==> src/verilog/asr_params.svh <==
// Constants for the auxiliary conversion request service.
// Assumes a 10 MHz aclk and a 32-bit AXI4-Lite register bus.
// What this block does
// - Larger range value gives shorter detection range.
// - Software sets request bits; only hardware clears.
// - Serviced pin becomes single-ended unbuffered, 2 V.
// - Store next sample, then clear all requests.
// - Several requests: lowest channel wins, rest dropped.
// - Sensor conversions pause during service.
// - One means requested, zero means idle/done.
// - Requests only on channels 0, 1, 3-7.
// - Result holds latest requested conversion.
// - Result changes only when a request completes.
// - Read-only register gives engine version code.
// - Zero light threshold frees channel one.
`ifndef ASR_PARAMS_SVH
`define ASR_PARAMS_SVH
// ==========================================================
// Register indices and byte addresses (byte = 4 * index)
`define ASR_ADDR_W        12
`define ASR_IDX_LIGHT     12'h104
`define ASR_IDX_REQ       12'h105
`define ASR_IDX_RESULT    12'h10A
`define ASR_IDX_VERSION   12'h10C
`define ASR_IDX_IRQ_STS   12'h110
`define ASR_IDX_IRQ_MSK   12'h111
// ==========================================================
// Field positions and masks
`define ASR_REQ_CHANNELS  8'hFB
`define ASR_BUF_MODE_BIT  2
`define ASR_LIGHT_BIT     1
`define ASR_WM_28PIN      8'hF7
`define ASR_WM_20PIN      8'h73
`define ASR_WM_8PIN       8'h0B
`define ASR_PYRO2_BIT20   6
`define ASR_PYRO2_BIT8    3
`define ASR_IRQ_DONE      0
`define ASR_IRQ_DROP      1
// ==========================================================
// Reset values and bus answers
`define ASR_RST_REQ       8'h00
`define ASR_RST_LIGHT     8'h00
`define ASR_RST_RESULT    16'h0000
`define ASR_RST_IRQ       2'h0
`define ASR_RESP_OKAY     2'h0
`define ASR_RESP_SLVERR   2'h2
`endif

==> src/verilog/asr_pkg.sv <==
// Types shared by the conversion request service modules.
// Assumes asr_params.svh is available for the constants.
`default_nettype none
package asr_pkg;
  // ========================================================
  // Sequencer states
  typedef enum logic [1:0] {
    ST_IDLE   = 2'b00,
    ST_CONFIG = 2'b01,
    ST_SAMPLE = 2'b10,
    ST_DONE   = 2'b11
  } asr_state_t;
  // ========================================================
  // Converter request toward the analog front end
  typedef struct packed {
    logic       start;
    logic [2:0] chan;
    logic       single_ended;
    logic       buffered;
    logic       vref_2v;
  } asr_adc_req_t;
  // Converter answer
  typedef struct packed {
    logic        done;
    logic [15:0] data;
  } asr_adc_rsp_t;
  // Pin reconfiguration strobe
  typedef struct packed {
    logic       we;
    logic [2:0] chan;
  } asr_pin_cfg_t;
endpackage
`default_nettype wire

==> src/verilog/asr_conv_seq.sv <==
// Service sequencer: picks a channel, sets the pin up, samples.
// Assumes the converter answers each start with one done pulse.
`include "asr_params.svh"
`default_nettype none
module asr_conv_seq (
  // Clock and reset
  input  wire logic                 aclk,
  input  wire logic                 aresetn,
  // Pending request bits
  input  wire logic [7:0]           pending,
  // Converter and pin
  input  wire asr_pkg::asr_adc_rsp_t adc_rsp,
  output asr_pkg::asr_adc_req_t     adc_req,
  output asr_pkg::asr_pin_cfg_t     pin_cfg,
  // Results and events
  output logic                      hold,
  output logic                      clear_all,
  output logic                      drop_evt,
  output logic [15:0]               sample
);
  asr_pkg::asr_state_t state_ff;
  asr_pkg::asr_state_t nxt_state;
  logic [2:0]  chan_ff;
  logic [2:0]  nxt_chan;
  logic        drop_ff;
  logic        nxt_drop;
  logic [15:0] sample_ff;
  logic [15:0] nxt_sample;
  logic [7:0]  lowest;
  // ========================================================
  // One-hot lowest request, so only one channel is served.
  genvar gi;
  generate
    for (gi = 0; gi < 8; gi = gi + 1) begin : g_low
      if (gi == 0) begin : g_first
        assign lowest[gi] = pending[gi];
      end else begin : g_rest
        assign lowest[gi] = pending[gi] & ~|pending[gi-1:0];
      end
    end
  endgenerate
  // Next state of the sequencer.
  always_comb begin
    nxt_state  = state_ff;
    nxt_chan   = chan_ff;
    nxt_drop   = drop_ff;
    nxt_sample = sample_ff;
    case (state_ff)
      asr_pkg::ST_IDLE: begin
        if (|pending) begin
          nxt_state = asr_pkg::ST_CONFIG;
          nxt_drop  = (pending != lowest);
          for (int i = 0; i < 8; i++) begin
            if (lowest[i]) begin
              nxt_chan = 3'(i);
            end
          end
        end
      end
      asr_pkg::ST_CONFIG: nxt_state = asr_pkg::ST_SAMPLE;
      asr_pkg::ST_SAMPLE: begin
        if (adc_rsp.done) begin
          nxt_sample = adc_rsp.data;
          nxt_state  = asr_pkg::ST_DONE;
        end
      end
      asr_pkg::ST_DONE: nxt_state = asr_pkg::ST_IDLE;
      default: nxt_state = asr_pkg::ST_IDLE;
    endcase
  end
  // State registers.
  always_ff @(posedge aclk) begin
    if (!aresetn) begin
      state_ff  <= asr_pkg::ST_IDLE;
      chan_ff   <= 3'h0;
      drop_ff   <= 1'b0;
      sample_ff <= `ASR_RST_RESULT;
    end else begin
      state_ff  <= nxt_state;
      chan_ff   <= nxt_chan;
      drop_ff   <= nxt_drop;
      sample_ff <= nxt_sample;
    end
  end
  // Outputs; the pin is left in analog mode afterwards.
  assign pin_cfg.we          = (state_ff == asr_pkg::ST_CONFIG);
  assign pin_cfg.chan        = chan_ff;
  assign adc_req.start       = (state_ff == asr_pkg::ST_SAMPLE);
  assign adc_req.chan        = chan_ff;
  assign adc_req.single_ended = 1'b1;
  assign adc_req.buffered    = 1'b0;
  assign adc_req.vref_2v     = 1'b1;
  assign hold      = (state_ff != asr_pkg::ST_IDLE);
  assign clear_all = (state_ff == asr_pkg::ST_DONE);
  assign drop_evt  = clear_all & drop_ff;
  assign sample    = sample_ff;
endmodule
`default_nettype wire

==> src/verilog/asr_top.sv <==
// Top of the auxiliary conversion request service with its
// AXI4-Lite register slave and interrupt logic.
// Assumes one converter and pin-setup port outside the block.
//
// Local design decision: register access over AXI4-Lite.
`include "asr_params.svh"
`default_nettype none
module asr_top #(
  parameter int          PKG_SEL      = 0,
  parameter logic [7:0]  VERSION_CODE = 8'h5A // Arbitrary value.
) (
  // Clock and reset
  input  wire logic                    aclk,
  input  wire logic                    aresetn,
  // AXI4-Lite write address and data
  input  wire logic [`ASR_ADDR_W-1:0]  awaddr,
  input  wire logic                    awvalid,
  output logic                         awready,
  input  wire logic [31:0]             wdata,
  input  wire logic [3:0]              wstrb,
  input  wire logic                    wvalid,
  output logic                         wready,
  // AXI4-Lite write response
  output logic [1:0]                   bresp,
  output logic                         bvalid,
  input  wire logic                    bready,
  // AXI4-Lite read
  input  wire logic [`ASR_ADDR_W-1:0]  araddr,
  input  wire logic                    arvalid,
  output logic                         arready,
  output logic [31:0]                  rdata,
  output logic [1:0]                   rresp,
  output logic                         rvalid,
  input  wire logic                    rready,
  // Converter and pin setup
  input  wire asr_pkg::asr_adc_rsp_t   adc_rsp,
  output asr_pkg::asr_adc_req_t        adc_req,
  output asr_pkg::asr_pin_cfg_t        pin_cfg,
  // Motion engine side
  input  wire logic                    dual_pyro_mode,
  output logic                         sensor_scan_hold,
  output logic [2:0]                   range_code,
  output logic [2:0]                   range_reach,
  output logic                         light_detect_en,
  // Interrupt
  output logic                         irq
);
  // ========================================================
  // Byte addresses of the registers.
  localparam logic [`ASR_ADDR_W-1:0] A_LIGHT = `ASR_ADDR_W'(`ASR_IDX_LIGHT * 4);
  localparam logic [`ASR_ADDR_W-1:0] A_REQ   = `ASR_ADDR_W'(`ASR_IDX_REQ * 4);
  localparam logic [`ASR_ADDR_W-1:0] A_RES   = `ASR_ADDR_W'(`ASR_IDX_RESULT * 4);
  localparam logic [`ASR_ADDR_W-1:0] A_VER   = `ASR_ADDR_W'(`ASR_IDX_VERSION * 4);
  localparam logic [`ASR_ADDR_W-1:0] A_STS   = `ASR_ADDR_W'(`ASR_IDX_IRQ_STS * 4);
  localparam logic [`ASR_ADDR_W-1:0] A_MSK   = `ASR_ADDR_W'(`ASR_IDX_IRQ_MSK * 4);

  // ========================================================
  // Storage
  logic                    aw_have_ff;
  logic                    nxt_aw_have;
  logic [`ASR_ADDR_W-1:0]  aw_addr_ff;
  logic [`ASR_ADDR_W-1:0]  nxt_aw_addr;
  logic                    w_have_ff;
  logic                    nxt_w_have;
  logic [7:0]              w_data_ff;
  logic [7:0]              nxt_w_data;
  logic                    w_lane_ff;
  logic                    nxt_w_lane;
  logic                    bvalid_ff;
  logic                    nxt_bvalid;
  logic [1:0]              bresp_ff;
  logic [1:0]              nxt_bresp;
  logic                    rvalid_ff;
  logic                    nxt_rvalid;
  logic [31:0]             rdata_ff;
  logic [31:0]             nxt_rdata;
  logic [1:0]              rresp_ff;
  logic [1:0]              nxt_rresp;
  logic [7:0]              req_ff;
  logic [7:0]              nxt_req;
  logic [7:0]              light_ff;
  logic [7:0]              nxt_light;
  logic [15:0]             result_ff;
  logic [15:0]             nxt_result;
  logic [1:0]              sts_ff;
  logic [1:0]              nxt_sts;
  logic [1:0]              msk_ff;
  logic [1:0]              nxt_msk;

  // Write-phase signals
  logic                    aw_take;
  logic                    w_take;
  logic                    wr_go;
  logic [`ASR_ADDR_W-1:0]  wr_addr;
  logic [7:0]              wr_byte;
  logic                    wr_lane0;
  logic                    wr_mapped;

  // Register-view signals
  logic [7:0]              wmask;
  logic [7:0]              req_view;
  logic [7:0]              pending;
  logic                    seq_clear;
  logic                    seq_drop;
  logic [15:0]             seq_sample;
  logic                    done_evt;

  // ========================================================
  // Writable request bits by package and mode; bit one is
  // taken by the light sensor while its threshold is set.
  always_comb begin
    case (PKG_SEL)
      1: begin
        wmask = `ASR_WM_20PIN;
        if (!dual_pyro_mode) begin
          wmask[`ASR_PYRO2_BIT20] = 1'b0;
        end
      end
      2: begin
        wmask = `ASR_WM_8PIN;
        if (dual_pyro_mode) begin
          wmask[`ASR_PYRO2_BIT8] = 1'b0;
        end
      end
      default: wmask = `ASR_WM_28PIN;
    endcase
    if (light_ff[7:3] != 5'h00) begin
      wmask[`ASR_LIGHT_BIT] = 1'b0;
    end
  end

  // Reserved positions read zero; channel two never requests.
  assign req_view = req_ff & wmask;
  assign pending  = req_view & `ASR_REQ_CHANNELS;

  // ========================================================
  // Write channel: address and data may come in either order.
  assign awready = !aw_have_ff && !bvalid_ff;
  assign wready  = !w_have_ff && !bvalid_ff;
  assign aw_take = awvalid && awready;
  assign w_take  = wvalid && wready;
  assign wr_go   = (aw_have_ff || aw_take) && (w_have_ff || w_take);
  assign wr_addr = aw_have_ff ? aw_addr_ff : awaddr;
  assign wr_byte = w_have_ff ? w_data_ff : wdata[7:0];
  assign wr_lane0 = w_have_ff ? w_lane_ff : wstrb[0];

  // Mapped words answer OKAY; writes to read-only words are dropped.
  always_comb begin
    case (wr_addr)
      A_LIGHT, A_REQ, A_STS, A_MSK: wr_mapped = 1'b1;
      A_RES, A_VER:                 wr_mapped = 1'b1;
      default:                      wr_mapped = 1'b0;
    endcase
  end

  // Next values of the write handshake.
  always_comb begin
    nxt_aw_have = aw_have_ff;
    nxt_aw_addr = aw_addr_ff;
    nxt_w_have  = w_have_ff;
    nxt_w_data  = w_data_ff;
    nxt_w_lane  = w_lane_ff;
    nxt_bvalid  = bvalid_ff;
    nxt_bresp   = bresp_ff;
    if (aw_take) begin
      nxt_aw_have = 1'b1;
      nxt_aw_addr = awaddr;
    end
    if (w_take) begin
      nxt_w_have = 1'b1;
      nxt_w_data = wdata[7:0];
      nxt_w_lane = wstrb[0];
    end
    if (wr_go) begin
      nxt_aw_have = 1'b0;
      nxt_w_have  = 1'b0;
      nxt_bvalid  = 1'b1;
      nxt_bresp   = wr_mapped ? `ASR_RESP_OKAY : `ASR_RESP_SLVERR;
    end else if (bvalid_ff && bready) begin
      nxt_bvalid = 1'b0;
    end
  end

  always_ff @(posedge aclk) begin
    if (!aresetn) begin
      aw_have_ff <= 1'b0;
      aw_addr_ff <= '0;
      w_have_ff  <= 1'b0;
      w_data_ff  <= 8'h00;
      w_lane_ff  <= 1'b0;
      bvalid_ff  <= 1'b0;
      bresp_ff   <= `ASR_RESP_OKAY;
    end else begin
      aw_have_ff <= nxt_aw_have;
      aw_addr_ff <= nxt_aw_addr;
      w_have_ff  <= nxt_w_have;
      w_data_ff  <= nxt_w_data;
      w_lane_ff  <= nxt_w_lane;
      bvalid_ff  <= nxt_bvalid;
      bresp_ff   <= nxt_bresp;
    end
  end

  assign bvalid = bvalid_ff;
  assign bresp  = bresp_ff;

  // ========================================================
  // Register file. Software can only add request bits, and a
  // set in the clearing cycle survives the clear.
  always_comb begin
    nxt_req    = req_ff;
    nxt_light  = light_ff;
    nxt_msk    = msk_ff;
    nxt_result = result_ff;
    if (seq_clear) begin
      nxt_req    = req_ff & ~`ASR_REQ_CHANNELS;
      nxt_result = seq_sample;
    end
    if (wr_go && wr_lane0) begin
      case (wr_addr)
        A_REQ: begin
          nxt_req = nxt_req | (wr_byte & wmask & `ASR_REQ_CHANNELS);
          nxt_req[`ASR_BUF_MODE_BIT] = wr_byte[`ASR_BUF_MODE_BIT]
                                     & wmask[`ASR_BUF_MODE_BIT];
        end
        A_LIGHT: nxt_light = wr_byte;
        A_MSK:   nxt_msk   = wr_byte[1:0];
        default: nxt_light = nxt_light;
      endcase
    end
  end

  always_ff @(posedge aclk) begin
    if (!aresetn) begin
      req_ff    <= `ASR_RST_REQ;
      light_ff  <= `ASR_RST_LIGHT;
      msk_ff    <= `ASR_RST_IRQ;
      result_ff <= `ASR_RST_RESULT;
    end else begin
      req_ff    <= nxt_req;
      light_ff  <= nxt_light;
      msk_ff    <= nxt_msk;
      result_ff <= nxt_result;
    end
  end

  // ========================================================
  // Interrupt status: write one to clear, an event wins.
  assign done_evt = seq_clear;
  always_comb begin
    nxt_sts = sts_ff;
    if (wr_go && wr_lane0 && (wr_addr == A_STS)) begin
      nxt_sts = sts_ff & ~wr_byte[1:0];
    end
    if (done_evt) begin
      nxt_sts[`ASR_IRQ_DONE] = 1'b1;
    end
    if (seq_drop) begin
      nxt_sts[`ASR_IRQ_DROP] = 1'b1;
    end
  end

  always_ff @(posedge aclk) begin
    if (!aresetn) begin
      sts_ff    <= `ASR_RST_IRQ;
    end else begin
      sts_ff    <= nxt_sts;
    end
  end

  assign irq = |(sts_ff & msk_ff);

  // ========================================================
  // Read channel: one word at a time, answered next cycle.
  assign arready = !rvalid_ff;
  always_comb begin
    nxt_rvalid = rvalid_ff;
    nxt_rdata  = rdata_ff;
    nxt_rresp  = rresp_ff;
    if (arvalid && arready) begin
      nxt_rvalid = 1'b1;
      nxt_rresp  = `ASR_RESP_OKAY;
      case (araddr)
        A_LIGHT: nxt_rdata = {24'h000000, light_ff};
        A_REQ:   nxt_rdata = {24'h000000, req_view};
        A_RES:   nxt_rdata = {16'h0000, result_ff};
        A_VER:   nxt_rdata = {24'h000000, VERSION_CODE};
        A_STS:   nxt_rdata = {30'h00000000, sts_ff};
        A_MSK:   nxt_rdata = {30'h00000000, msk_ff};
        default: begin
          nxt_rdata = 32'h00000000;
          nxt_rresp = `ASR_RESP_SLVERR;
        end
      endcase
    end else if (rvalid_ff && rready) begin
      nxt_rvalid = 1'b0;
    end
  end

  always_ff @(posedge aclk) begin
    if (!aresetn) begin
      rvalid_ff <= 1'b0;
      rdata_ff  <= 32'h00000000;
      rresp_ff  <= `ASR_RESP_OKAY;
    end else begin
      rvalid_ff <= nxt_rvalid;
      rdata_ff  <= nxt_rdata;
      rresp_ff  <= nxt_rresp;
    end
  end

  assign rvalid = rvalid_ff;
  assign rdata  = rdata_ff;
  assign rresp  = rresp_ff;

  // ========================================================
  // Motion engine controls. The reach output falls as the
  // programmed range grows; it is the bit-wise complement.
  assign range_code      = light_ff[2:0];
  assign range_reach     = ~light_ff[2:0];
  assign light_detect_en = (light_ff[7:3] != 5'h00);

  // ========================================================
  // Service sequencer.
  asr_conv_seq u_seq (
    .aclk      (aclk),
    .aresetn   (aresetn),
    .pending   (pending),
    .adc_rsp   (adc_rsp),
    .adc_req   (adc_req),
    .pin_cfg   (pin_cfg),
    .hold      (sensor_scan_hold),
    .clear_all (seq_clear),
    .drop_evt  (seq_drop),
    .sample    (seq_sample)
  );

endmodule
`default_nettype wire
==> config.mk <==
export PLATFORM = sky130hd
export DESIGN_NAME = asr_top
export DESIGN_NICKNAME = d
export VERILOG_FILES = /design/src/verilog/asr_pkg.sv /design/src/verilog/asr_conv_seq.sv /design/src/verilog/asr_top.sv
export VERILOG_INCLUDE_DIRS = /design/src /design/src/verilog
export SDC_FILE = /design/constraint.sdc
export NUM_CORES = 1
export LEC_CHECK = 0
export ABC_CLOCK_PERIOD_IN_PS = 2050
export BUFFER_PORTS_ARGS = -buffer_cell sky130_fd_sc_hd__buf_2
export CAP_MARGIN = 15
export CORE_UTILIZATION = 40
export DETAILED_ROUTE_END_ITERATION = 16
export PLACE_DENSITY_LB_ADDON = 0.08
export SYNTH_ARGS = -nofsm -noshare
export SYNTH_HDL_FRONTEND = slang
export SYNTH_SLANG_ARGS = --single-unit
==> constraint.sdc <==
create_clock -name aclk -period 2.05 [get_ports aclk]
set_input_delay 0.615 -clock aclk [delete_from_list [all_inputs] [get_ports aclk]]
set_output_delay 0.615 -clock aclk [all_outputs]
set_load 0.01 [all_outputs]
==> flow_summary.yaml <==
logic_synthesis:
  yosysTopAreaCellShare_pct: 42.64
  synth_area_leaders: "dfxtp_1, nand2_1, mux2i_1, a21oi_1, buf_4"
  avgSynthCellArea_um2: 8.677
  async_flop_share_pct: 0
  syn_inst: 541
  synth_flop_cell: "dfxtp_1"
  ys.warnings.count: 0
  synth.most_common_cell: "nand2_1"
  ys_seq_area_share_pct: 42.64
  syn-cell-area_um2: 4695
  synth-seq-cells: 100
  ys_types: 68
  synth_top_area_cell: "dfxtp_1"
  synth_edf_count: 0
  yosys-top-cells-count: "nand2_1, dfxtp_1, a21oi_1, nor2_1, mux2i_1"
place:
  portBuffers: 96
  place_area_um2: 5231
  dp_hpwl_um: 7955
  routabilityCongestion: 0.7895
sta:
  hold_viol: 0
  setup_viol: 0
  fmax_ghz: 0.5185
  rsz0062_at_grt: "no"
  finalMaxSlewViolations: 0
  fin_crit_ns: 1.929
  finalCritPeriodShare_pct: 94.08
  worst_clock_skew_ns: 0.008687
  tightest_slew_ns: 0.6421
  slew_headroom_pct: 57.19
  holdWs_ns: 0.4338
detailed_routing:
  wirelength_um: 10710
  ant_nets: 0
  drt-initial-drc-count: 146
  num_vias: 3845
  drc: 0
  drt-pass1-iter-count: 4
  wire_per_inst_um: 13.69
  via_per_inst: 4.917
clocking:
  clock_path_buffers: 2
  cts.sinks: 100
  htree_levels: 3
  ctsHoldBuffers: 0
  numCtsBuffers: 9
  post_cts_buffers: 0
  clock-root-buffer: "clkbuf_16"
  clock_latency_ns: 0.35
  cts_tree: "built"
  clk_pin_slew_ns: 0.08
global_route:
  grt_use_total_pct: 18.46
  grt_first_pass_wirelength_um: 17020
  grt_max_degree: 43
  antenna_found_initial: 0
  grt_overflow: 0
  first_global_vias: 3410
die:
  num_rows: 39
  die_y_um: 110.3
  dieWidth_um: 110.3
  coreArea_um2: 11420
  start_util_pct: 41.11
  ios: 146
  die-area_um2: 12170
power:
  total_leakage_power_uw: 0.002319
  peakVddDrop_mv: 0.3689
  power.density_nw_per_um2: 776.7
finish:
  stdcell_area_um2: 5549
  nets: 724
  area.growth.synth_to_final_pct: 18.20
  drive_gt1_share_pct: 26.60
  antennaDiodeCount: 0
  nFillCells: 1167
worst_setup_path:
  startpoint: "light_ff[3]$_SDFFE_PN0P_"
  rr_startpoint: "aw_have_ff$_SDFFE_PP0P_"
  r2r_slack_ns: 0.16
  required_ns: 1.43
  rr_worst_depth: 5
  critical_path.max_fanout: 3
  critPathCaptureType: "primary output"
  setup.worst_path.end: "light_detect_en"
  crit_arrival_ns: 1.31
  critPathLaunchType: "flip-flop"
  critPathKind: "reg2out"
  r2r-end: "light_ff[4]$_SDFFE_PN0P_"
flow_run:
  cap_violations: 0
min_path:
  hold_path_class: "in2reg"
run_status:
  status: "finished, final reports clean"
[placed cells by master (no fill, tap or decap), drive strengths merged, types with 4 or more instances in the layout]
| master | n |
|---|---|
| or2 | 4 |
| nand3 | 10 |
| a31oi | 4 |
| ha | 5 |
| a22oi | 10 |
| mux2 | 8 |
| nand2b | 4 |
| nor2 | 51 |
| and2 | 6 |
| conb | 21 |
| inv | 19 |
| buf | 115 |
| mux2i | 31 |
| o21ai | 27 |
| a21oi | 52 |
| clkbuf | 9 |
| dfxtp | 100 |
| nor3 | 6 |
| nand2 | 106 |
[worst max-delay path: stages (launching register included)]
cell and delay, ns:
dfxtp_1 0.36, nor4_4 0.30, nand2b_1 0.14, buf_2 0.17
[area by class of cell]
cell class / count / area (um2) / area share [%]
repair buffers: 115 / 635.6 / 11.45
multi-input cells: 394 / 2374 / 42.77
well taps: 143 / 178.9 / 3.224
flip-flops and latches: 100 / 2002 / 36.08
clock inverters: 7 / 81.33 / 1.466
inverters: 14 / 52.55 / 0.9470
clock buffers: 9 / 225.2 / 4.059
[cell families after synthesis]
family          Yosys count  share of synthesized area [%]
fa+ha+maj                 6                          1.546
mux                      39                          8.609
xor+xnor                  1                         0.1866
other cells               2                         0.1600
buf+inv                  66                          8.555
compound gates          116                          16.39
flops                   100                          42.64
simple gates            211                          21.91
[worst min-delay path by stage]
stage,start,endpoint,slack (ns),cells after the start
floorplan,req_ff[1]$_SDFF_PN0_,req_ff[1]$_SDFF_PN0_,0.43,2
global placement,w_data_ff[1]$_SDFFE_PN0P_,w_data_ff[1]$_SDFFE_PN0P_,0.44,2
detailed placement,w_data_ff[3]$_SDFFE_PN0P_,w_data_ff[3]$_SDFFE_PN0P_,0.45,2
CTS,rready,rvalid$_SDFFE_PN0P_,0.42,2
global route,rready,rvalid$_SDFFE_PN0P_,0.45,2
finish,rready,rvalid$_SDFFE_PN0P_,0.43,2
[report_power, final]
group / leakage (uW) / switching [uW] / internal (uW)
combinational: 0.00136 / 294 / 204
clock: 0.000153 / 801 / 972
sequential: 0.000810 / 44.1 / 2000
total: 0.00232 / 1140 / 3170
[stage by stage]
step / setup TNS (ns) / power (uW) / util (%) / setup WS (ns) / instances
after floorplan: 0 / 2439 / - / 0.2739 / 560
after global placement: -0.1124 / 2577 / 45.81 / -0.02108 / 766
after detailed placement: -0.4052 / 2587 / 45.81 / -0.06775 / 766
after CTS: 0 / 4366 / 48.50 / 0.06341 / 782
after global routing: 0 / 4508 / 48.60 / 0.02297 / 782
final: 0 / 4310 / 48.60 / 0.1213 / 782
[registers in the layout, summed over array words and instances, names as in the netlist, 3 cells and up]
name / flops
rdata: 16
w_data_ff: 8
aw_addr_ff: 12
u_seq.chan_ff: 3
req_ff: 7
light_ff: 8
result_ff: 16
u_seq.sample: 16
[per-layer routing]
metal / part of all wire, % / track usage (%) / vias up
met5: 0 / 0 / -
met4: 1.5 / 7.895 / 0
met3: 4.7 / 2.998 / 12
met2: 45 / 29.33 / 89
met1: 49 / 24.72 / 1736
li1: - / - / 2008
[what timing repair did]
| action | CTS | global route |
|---|---|---|
| hold endpoints to repair | 0 | 0 |
| setup endpoints to repair | 0 | 2 |
| resized for setup | 0 | 2 |
Note: power is estimated with default switching activity, not from simulation.
